## src/design/rpis_defines.vh

```
// Offsets, field positions, reset values and masks for the remappable input select registers
`ifndef RPIS_DEFINES_VH
`define RPIS_DEFINES_VH

// Register indices (byte address is four times the index)
`define RPIS_IDX_CAP56     4'd9
`define RPIS_IDX_CAP7      4'd10
`define RPIS_IDX_FAULT     4'd11
`define RPIS_IDX_SER3RX    5'd17
`define RPIS_IDX_SER1      5'd18
`define RPIS_IDX_SER2      5'd19
`define RPIS_IDX_SPI1CD    5'd20
`define RPIS_IDX_SER3SPI   5'd21

// Byte addresses
`define RPIS_ADDR_CAP56    12'h024
`define RPIS_ADDR_CAP7     12'h028
`define RPIS_ADDR_FAULT    12'h02C
`define RPIS_ADDR_SER3RX   12'h044
`define RPIS_ADDR_SER1     12'h048
`define RPIS_ADDR_SER2     12'h04C
`define RPIS_ADDR_SPI1CD   12'h050
`define RPIS_ADDR_SER3SPI  12'h054

// Field positions
`define RPIS_HI_MSB        13
`define RPIS_HI_LSB        8
`define RPIS_LO_MSB        5
`define RPIS_LO_LSB        0

// Field width and reset value
`define RPIS_SEL_W         6
`define RPIS_SEL_RST       6'h3F

// Read masks: which bits each register implements
`define RPIS_MASK_BOTH     16'h3F3F
`define RPIS_MASK_LO       16'h003F
`define RPIS_MASK_HI       16'h3F00

`endif

```

## src/design/rpis_input_select.v

```verilog
// Remappable peripheral input select registers with APB slave and pin routing
//
// Behaviour
// - Capture six from register nine high field
// - Capture five from register nine low field
// - Capture seven low field; upper bits unimplemented
// - Fault B from fault register high field
// - Fault A from fault register low field
// - Serial3 receive high field; low byte unimplemented
// - Serial1 clear-to-send from high field
// - Serial1 receive from low field
// - Serial2 clear-to-send from high field
// - Serial2 receive from low field
// - SPI1 clock input from high field
// - SPI1 data input from low field
// - Serial3 clear-to-send from last register high
// - SPI1 slave select from last register low
// - Unimplemented bits ignore writes, read zero
//
// Design decisions made here: the register offsets and the APB register port.
`timescale 1ns/1ps
`include "rpis_defines.vh"

module rpis_input_select #(
  parameter NUM_PINS  = 48,          // Remappable pins present
  parameter IDLE_LVL  = 1'b0         // Level of an unconnected input
) (
  input  wire                pclk,                   // APB clock
  input  wire                presetn,                // APB reset, active low
  input  wire                psel,                   // APB select
  input  wire                penable,                // APB access phase
  input  wire                pwrite,                 // APB write
  input  wire [11:0]         paddr,                  // APB byte address
  input  wire [31:0]         pwdata,                 // APB write data
  input  wire [3:0]          pstrb,                  // APB byte strobes
  output wire                pready,                 // APB ready
  output reg  [31:0]         prdata,                 // APB read data
  output wire                pslverr,                // APB error
  input  wire [NUM_PINS-1:0] remappable_io_pin,      // Remappable pin levels
  output reg                 capture_channel_five,   // Capture 5 input
  output reg                 capture_channel_six,    // Capture 6 input
  output reg                 capture_channel_seven,  // Capture 7 input
  output reg                 compare_fault_a,        // Compare fault A
  output reg                 compare_fault_b,        // Compare fault B
  output reg                 serial3_receive,        // Serial 3 receive
  output reg                 serial1_clear_to_send,  // Serial 1 CTS
  output reg                 serial1_receive,        // Serial 1 receive
  output reg                 serial2_clear_to_send,  // Serial 2 CTS
  output reg                 serial2_receive,        // Serial 2 receive
  output reg                 spi1_clock_in,          // SPI1 clock in
  output reg                 spi1_data_in,           // SPI1 data in
  output reg                 serial3_clear_to_send,  // Serial 3 CTS
  output reg                 spi1_slave_select_in    // SPI1 slave select in
);

  // ****************************************
  // Selection fields
  // ****************************************
  reg [5:0] capture_five_pin_sel_q;
  reg [5:0] capture_six_pin_sel_q;
  reg [5:0] capture_seven_pin_sel_q;
  reg [5:0] fault_a_pin_sel_q;
  reg [5:0] fault_b_pin_sel_q;
  reg [5:0] serial3_rx_pin_sel_q;
  reg [5:0] serial1_cts_pin_sel_q;
  reg [5:0] serial1_rx_pin_sel_q;
  reg [5:0] serial2_cts_pin_sel_q;
  reg [5:0] serial2_rx_pin_sel_q;
  reg [5:0] spi1_clock_pin_sel_q;
  reg [5:0] spi1_data_in_pin_sel_q;
  reg [5:0] serial3_cts_pin_sel_q;
  reg [5:0] spi1_select_pin_sel_q;

  // ****************************************
  // Bus decode
  // ****************************************
  wire       wr_en;
  wire       rd_en;
  wire       hit;
  wire [5:0] wr_lo;
  wire [5:0] wr_hi;
  reg        hit_r;
  wire       at_cap56;
  wire       at_cap7;
  wire       at_fault;
  wire       at_ser3rx;
  wire       at_ser1;
  wire       at_ser2;
  wire       at_spi1cd;
  wire       at_ser3spi;

  assign pready  = 1'b1;
  assign pslverr = 1'b0;
  assign wr_en   = psel & penable & pwrite;
  // Setup phase, so read data already stands at the access edge
  assign rd_en   = psel & ~penable & ~pwrite;
  assign wr_lo   = pwdata[`RPIS_LO_MSB:`RPIS_LO_LSB];
  assign wr_hi   = pwdata[`RPIS_HI_MSB:`RPIS_HI_LSB];

  assign at_cap56   = (paddr == `RPIS_ADDR_CAP56);
  assign at_cap7    = (paddr == `RPIS_ADDR_CAP7);
  assign at_fault   = (paddr == `RPIS_ADDR_FAULT);
  assign at_ser3rx  = (paddr == `RPIS_ADDR_SER3RX);
  assign at_ser1    = (paddr == `RPIS_ADDR_SER1);
  assign at_ser2    = (paddr == `RPIS_ADDR_SER2);
  assign at_spi1cd  = (paddr == `RPIS_ADDR_SPI1CD);
  assign at_ser3spi = (paddr == `RPIS_ADDR_SER3SPI);

  always @* begin
    case (paddr)
      `RPIS_ADDR_CAP56, `RPIS_ADDR_CAP7, `RPIS_ADDR_FAULT, `RPIS_ADDR_SER3RX,
      `RPIS_ADDR_SER1, `RPIS_ADDR_SER2, `RPIS_ADDR_SPI1CD, `RPIS_ADDR_SER3SPI: hit_r = 1'b1;
      default: hit_r = 1'b0;
    endcase
  end
  assign hit = hit_r;

  // ****************************************
  // Register writes
  // ****************************************
  // Only implemented bits are stored; the rest are dropped
  always @(posedge pclk or negedge presetn) begin
    if (!presetn) begin
      capture_five_pin_sel_q <= `RPIS_SEL_RST;
      capture_six_pin_sel_q  <= `RPIS_SEL_RST;
    end else if (wr_en && at_cap56) begin
      if (pstrb[0]) capture_five_pin_sel_q <= wr_lo;
      if (pstrb[1]) capture_six_pin_sel_q <= wr_hi;
    end
  end

  always @(posedge pclk or negedge presetn) begin
    if (!presetn) begin
      capture_seven_pin_sel_q <= `RPIS_SEL_RST;
    end else if (wr_en && at_cap7) begin
      if (pstrb[0]) capture_seven_pin_sel_q <= wr_lo;
    end
  end

  always @(posedge pclk or negedge presetn) begin
    if (!presetn) begin
      fault_a_pin_sel_q <= `RPIS_SEL_RST;
      fault_b_pin_sel_q <= `RPIS_SEL_RST;
    end else if (wr_en && at_fault) begin
      if (pstrb[0]) fault_a_pin_sel_q <= wr_lo;
      if (pstrb[1]) fault_b_pin_sel_q <= wr_hi;
    end
  end

  always @(posedge pclk or negedge presetn) begin
    if (!presetn) begin
      serial3_rx_pin_sel_q <= `RPIS_SEL_RST;
    end else if (wr_en && at_ser3rx) begin
      if (pstrb[1]) serial3_rx_pin_sel_q <= wr_hi;
    end
  end

  always @(posedge pclk or negedge presetn) begin
    if (!presetn) begin
      serial1_rx_pin_sel_q  <= `RPIS_SEL_RST;
      serial1_cts_pin_sel_q <= `RPIS_SEL_RST;
    end else if (wr_en && at_ser1) begin
      if (pstrb[0]) serial1_rx_pin_sel_q <= wr_lo;
      if (pstrb[1]) serial1_cts_pin_sel_q <= wr_hi;
    end
  end

  always @(posedge pclk or negedge presetn) begin
    if (!presetn) begin
      serial2_rx_pin_sel_q  <= `RPIS_SEL_RST;
      serial2_cts_pin_sel_q <= `RPIS_SEL_RST;
    end else if (wr_en && at_ser2) begin
      if (pstrb[0]) serial2_rx_pin_sel_q <= wr_lo;
      if (pstrb[1]) serial2_cts_pin_sel_q <= wr_hi;
    end
  end

  always @(posedge pclk or negedge presetn) begin
    if (!presetn) begin
      spi1_data_in_pin_sel_q <= `RPIS_SEL_RST;
      spi1_clock_pin_sel_q   <= `RPIS_SEL_RST;
    end else if (wr_en && at_spi1cd) begin
      if (pstrb[0]) spi1_data_in_pin_sel_q <= wr_lo;
      if (pstrb[1]) spi1_clock_pin_sel_q <= wr_hi;
    end
  end

  always @(posedge pclk or negedge presetn) begin
    if (!presetn) begin
      spi1_select_pin_sel_q <= `RPIS_SEL_RST;
      serial3_cts_pin_sel_q <= `RPIS_SEL_RST;
    end else if (wr_en && at_ser3spi) begin
      if (pstrb[0]) spi1_select_pin_sel_q <= wr_lo;
      if (pstrb[1]) serial3_cts_pin_sel_q <= wr_hi;
    end
  end

  // ****************************************
  // Register reads
  // ****************************************
  function [15:0] pack;
    input [5:0] hi;
    input [5:0] lo;
    begin
      pack = {2'b00, hi, 2'b00, lo};
    end
  endfunction

  wire [15:0] word_cap56;
  wire [15:0] word_cap7;
  wire [15:0] word_fault;
  wire [15:0] word_ser3rx;
  wire [15:0] word_ser1;
  wire [15:0] word_ser2;
  wire [15:0] word_spi1cd;
  wire [15:0] word_ser3spi;

  assign word_cap56   = pack(capture_six_pin_sel_q, capture_five_pin_sel_q);
  assign word_cap7    = pack(6'h00, capture_seven_pin_sel_q);
  assign word_fault   = pack(fault_b_pin_sel_q, fault_a_pin_sel_q);
  assign word_ser3rx  = pack(serial3_rx_pin_sel_q, 6'h00);
  assign word_ser1    = pack(serial1_cts_pin_sel_q, serial1_rx_pin_sel_q);
  assign word_ser2    = pack(serial2_cts_pin_sel_q, serial2_rx_pin_sel_q);
  assign word_spi1cd  = pack(spi1_clock_pin_sel_q, spi1_data_in_pin_sel_q);
  assign word_ser3spi = pack(serial3_cts_pin_sel_q, spi1_select_pin_sel_q);

  reg [15:0] rd_word;
  always @* begin
    case (paddr)
      `RPIS_ADDR_CAP56:   rd_word = word_cap56;
      `RPIS_ADDR_CAP7:    rd_word = word_cap7;
      `RPIS_ADDR_FAULT:   rd_word = word_fault;
      `RPIS_ADDR_SER3RX:  rd_word = word_ser3rx;
      `RPIS_ADDR_SER1:    rd_word = word_ser1;
      `RPIS_ADDR_SER2:    rd_word = word_ser2;
      `RPIS_ADDR_SPI1CD:  rd_word = word_spi1cd;
      `RPIS_ADDR_SER3SPI: rd_word = word_ser3spi;
      default:            rd_word = 16'h0000;
    endcase
  end

  // Read data registered at the setup edge, held through the access edge
  always @(posedge pclk or negedge presetn) begin
    if (!presetn) begin
      prdata <= 32'h00000000;
    end else if (rd_en) begin
      prdata <= hit ? {16'h0000, rd_word} : 32'h00000000;
    end
  end

  // ****************************************
  // Pin routing
  // ****************************************
  function pick;
    input [NUM_PINS-1:0] pins;
    input [5:0]          sel;
    begin
      if (sel < NUM_PINS)
        pick = pins[sel];
      else
        pick = IDLE_LVL;
    end
  endfunction

  // Each input is retimed once, so a new selection shows one edge later
  always @(posedge pclk or negedge presetn) begin
    if (!presetn) begin
      capture_channel_five <= IDLE_LVL;
    end else begin
      capture_channel_five <= pick(remappable_io_pin, capture_five_pin_sel_q);
    end
  end

  always @(posedge pclk or negedge presetn) begin
    if (!presetn) begin
      capture_channel_six <= IDLE_LVL;
    end else begin
      capture_channel_six <= pick(remappable_io_pin, capture_six_pin_sel_q);
    end
  end

  always @(posedge pclk or negedge presetn) begin
    if (!presetn) begin
      capture_channel_seven <= IDLE_LVL;
    end else begin
      capture_channel_seven <= pick(remappable_io_pin, capture_seven_pin_sel_q);
    end
  end

  always @(posedge pclk or negedge presetn) begin
    if (!presetn) begin
      compare_fault_a <= IDLE_LVL;
    end else begin
      compare_fault_a <= pick(remappable_io_pin, fault_a_pin_sel_q);
    end
  end

  always @(posedge pclk or negedge presetn) begin
    if (!presetn) begin
      compare_fault_b <= IDLE_LVL;
    end else begin
      compare_fault_b <= pick(remappable_io_pin, fault_b_pin_sel_q);
    end
  end

  always @(posedge pclk or negedge presetn) begin
    if (!presetn) begin
      serial3_receive <= IDLE_LVL;
    end else begin
      serial3_receive <= pick(remappable_io_pin, serial3_rx_pin_sel_q);
    end
  end

  always @(posedge pclk or negedge presetn) begin
    if (!presetn) begin
      serial1_clear_to_send <= IDLE_LVL;
    end else begin
      serial1_clear_to_send <= pick(remappable_io_pin, serial1_cts_pin_sel_q);
    end
  end

  always @(posedge pclk or negedge presetn) begin
    if (!presetn) begin
      serial1_receive <= IDLE_LVL;
    end else begin
      serial1_receive <= pick(remappable_io_pin, serial1_rx_pin_sel_q);
    end
  end

  always @(posedge pclk or negedge presetn) begin
    if (!presetn) begin
      serial2_clear_to_send <= IDLE_LVL;
    end else begin
      serial2_clear_to_send <= pick(remappable_io_pin, serial2_cts_pin_sel_q);
    end
  end

  always @(posedge pclk or negedge presetn) begin
    if (!presetn) begin
      serial2_receive <= IDLE_LVL;
    end else begin
      serial2_receive <= pick(remappable_io_pin, serial2_rx_pin_sel_q);
    end
  end

  always @(posedge pclk or negedge presetn) begin
    if (!presetn) begin
      spi1_clock_in <= IDLE_LVL;
    end else begin
      spi1_clock_in <= pick(remappable_io_pin, spi1_clock_pin_sel_q);
    end
  end

  always @(posedge pclk or negedge presetn) begin
    if (!presetn) begin
      spi1_data_in <= IDLE_LVL;
    end else begin
      spi1_data_in <= pick(remappable_io_pin, spi1_data_in_pin_sel_q);
    end
  end

  always @(posedge pclk or negedge presetn) begin
    if (!presetn) begin
      serial3_clear_to_send <= IDLE_LVL;
    end else begin
      serial3_clear_to_send <= pick(remappable_io_pin, serial3_cts_pin_sel_q);
    end
  end

  always @(posedge pclk or negedge presetn) begin
    if (!presetn) begin
      spi1_slave_select_in <= IDLE_LVL;
    end else begin
      spi1_slave_select_in <= pick(remappable_io_pin, spi1_select_pin_sel_q);
    end
  end

endmodule

```

## config.mk

```make
export PLATFORM = sky130hd
export DESIGN_NAME = rpis_input_select
export DESIGN_NICKNAME = d
export VERILOG_FILES = /design/src/design/rpis_input_select.v
export VERILOG_INCLUDE_DIRS = /design/src /design/src/design
export SDC_FILE = /design/constraint.sdc
export NUM_CORES = 1
export LEC_CHECK = 0
export BUFFER_PORTS_ARGS = -buffer_cell sky130_fd_sc_hd__buf_2
export CORE_MARGIN = 2
export CORE_UTILIZATION = 45
export DETAILED_ROUTE_END_ITERATION = 10
export PLACE_DENSITY = 0.66
export SYNTH_ARGS = -nofsm -noshare
export SYNTH_HDL_FRONTEND = slang
export SYNTH_SLANG_ARGS = --single-unit
export TNS_END_PERCENT = 100
```

## constraint.sdc

```tcl
create_clock -name pclk -period 4.1 [get_ports pclk]
set_input_delay 0.82 -clock pclk [delete_from_list [all_inputs] [get_ports pclk]]
set_output_delay 0.82 -clock pclk [all_outputs]
set_load 0.005 [all_outputs]
```

==> results.md <==
* Ranking of synthesized cells by area: mux4_2 (34%), dfstp_2 (20%), mux2_2 (8.5%)
* Main combinational cell family by area after synthesis: multiplexers
* Status: completed
* Most frequent cells in the layout: mux4_2 (168), buf_2 (103), dfstp_2 (84)
* Synth unique cells at 55
* Die area at between 20000 and 30000 sq um
* Worst-Skew Late Latency at ~360 ps
* Final WL at 38.4 mm
* Final setup violating endpoints at 0
* Compound-cell area share of the yosys netlist at between 7 and 8%
* Total power at 2.51 mW
* Clk root buf: clkbuf_16
* Final nets at 953
* Post-synthesis mux area share at 49.5%
* Hold-fix buffers, CTS at 0
* Pin count of the biggest net entering global routing at 63
* CP cell instances: buf_2 > nor3b_2 > nor2_1 > nand4bb_1 > a21oi_1 > a21o_1
* Average wire per standard cell at roughly 32 um
* P&R area growth vs syn at 5.48%
* Die height at 161 um
* Post-CTS setup buffers at 0
* Post-Synth Simple-Gate Area at under 10%
* MaxCap Viol Count at 0
* DRC at 0
* Slew margin rel. at between 40% and 50%
* Htree depth at 3
* Critical path arrival at 3180 ps
* Initial antenna violation count at 1
* PortBufs at 104
* # rows at 57
* Slowest stage delay, CP at approximately 700 ps
* Fin util at between 40% and 50%
* Worst Reg-to-Reg Cells at 3
* YS warnings at 0
* Number of CTS-inserted buffers at 9
* Unrepaired setup endpoints after global routing: no
* Worst Path Class, Setup: input port to flop
* GRT Total Usage at about 30%
* Worst Hold Depth at 1
* GP Congestion at 0.944
* Pre-CTS WS at between 900 and 1000 ps
* CTS tree: yes
* Most common cell after layout, fill and taps aside: mux4_2
* Flops & latches, synth at between 100 and 150
* Dpl hpwl at 25.0 mm
* Area leader, netlist: mux4_2
* Die width at between 150 and 200 um
* Clk slew on worst S/H paths at roughly 80 ps
* Share of cells above drive strength 1 at between 50% and 60%
* Fmax at 0.348 GHz
* Final Critical Period at ~2900 ps
* Post-Synth Adder-Cell Area at 0%
* Startpoint Class: input port
* Starting DRC count in detailed routing at about 1400
* Final Worst Setup Slack at roughly 1200 ps
* Final Cycle Share at between 60 and 70%
* Final Hold Violating Endpoints at 0
* Hold Crit Start: prdata[3]$_DFFE_PN0P_
* # clock sinks at between 100 and 150
* PD cells at 215 nW/um^2
* Vias per std cell at 7.65
* Via count at 9039
* Mapped Area at around 11000 sq um
* Maximum vdd drop at approximately 0.00021 V
* CP max-delay cell: nor3b_2
* Number of synthesized flops with an enable pin at 0
* Final std cells w/o fill at around 1200
* Async set-reset flop share out of synthesis at 100%
* Hold crit path type: flop to flop
* First-pass GRT wire length at around 58 mm
* Synthesized instance count at slightly below 900
* Number of nets with antenna violations after routing at 0
* Initial core utilization at a little under half
* Core area at approximately 24000 sq um
* Max Root-Sink Buffers at 2
* Register area share after synthesis at 25.8%
* Worst Tran Pin Value at between 800 and 900 ps
* Critical path required time at 4410 ps
* Avg Cell Area, Syn at between 10 and 15 sq um
* Clk_skew at ~8.8 ps
* Yosys top cell area share at between 30% and 40%
* Max-slew violations at 0
* Leakage at between 3 and 4 nW
* Gr ovfl total at 0
* Synth Area in XOR/XNOR at 0%
* Setup crit end kind: flop
* Critical Path Fanout Max at 20
* Vias in the first global route at around 8800
* Io pins at 149
* Ys flop type: dfstp_2
* Worst r2r src: capture_five_pin_sel_q[0]$_DFFE_PN1P_
* Setup TNS at 0 ps
* Crit path from: paddr[4]
* Post-CTS Resized at 0
* Placed cells at about 1200
* Initial DRT Pass Iterations at 6
where the power goes:
group	total (mW)	switching, mW	internal [mW]
logic	0.471	0.296	0.176
registers	1.10	0.00377	1.10
clock network	0.935	0.450	0.485
flip-flops by register name (all words and copies together) (netlist names), 6 cells and up:
signal / count
serial3_rx_pin_sel_q: 6
capture_five_pin_sel_q: 6
spi1_clock_pin_sel_q: 6
serial1_cts_pin_sel_q: 6
capture_six_pin_sel_q: 6
fault_a_pin_sel_q: 6
serial2_rx_pin_sel_q: 6
serial2_cts_pin_sel_q: 6
spi1_select_pin_sel_q: 6
fault_b_pin_sel_q: 6
spi1_data_in_pin_sel_q: 6
capture_seven_pin_sel_q: 6
serial3_cts_pin_sel_q: 6
prdata: 12
serial1_rx_pin_sel_q: 6
kinds of logic after synthesis:
logic type | Yosys count
DFF | 110
AOI/OAI and AO/OA | 103
buffers and inverters | 169
and+or+nand+nor | 162
muxes | 321
other | 2
cells in the mapped netlist (8+ instances only):
cell / n
o221ai_1: 14
dfrtp_1: 26
nand4b_1: 15
clkbuf_1: 87
mux2i_1: 58
dfstp_2: 84
mux2_4: 12
or3_1: 14
o2111ai_1: 14
nand3b_1: 29
nor2_1: 19
buf_2: 18
inv_1: 14
o21ai_0: 8
nand2_1: 9
mux4_2: 168
buf_4: 37
buf_1: 13
a32o_1: 18
mux2_2: 83
nand3_1: 38
path summary, 6_finish.rpt:
check | slack, ps | end
max | 1230 | prdata[3]$_DFFE_PN0P_
max reg2reg | 1750 | capture_channel_five$_DFF_PN0_
max in group asynchronous | 2620 | capture_seven_pin_sel_q[5]$_DFFE_PN1P_
min reg2reg | 480 | prdata[3]$_DFFE_PN0P_
min in group asynchronous | 560 | serial3_clear_to_send$_DFF_PN0_
min | 480 | prdata[3]$_DFFE_PN0P_
through the flow:
stage	area, sq um	hold slack [ps]
global placement	11400	455
floorplan	11100	473
global route	11700	515
detailed placement	11400	463
CTS	11700	480
finish	11700	476
routing by layer:
layer,routed length (um),share of wire [%],global-route usage [%],vias to the layer above
met5,0,0,1.14,-
met4,1870,4.9,12.3,0
met3,6310,16,11.3,152
met2,16700,44,44.6,898
met1,13500,35,39.6,4523
li1,-,-,-,3466
worst max-delay path: cells and delay by family:
| family | cells | cell delay (ps) |
|---|---|---|
| compound gates | 2 | 550 |
| buf+inv | 1 | 270 |
| simple gates | 3 | 1520 |
layout make-up:
class | count | area, sq um
clock buffer | 9 | 225
timing repair buffer | 109 | 561
fill | 2156 | 12600
sequential | 110 | 2860
inverter | 14 | 52.6
multi-input combinational | 608 | 7480
antenna | 1 | 2.50
tap | 324 | 405
clock inverter | 7 | 80.1
Power figures use the tool's default switching activity.
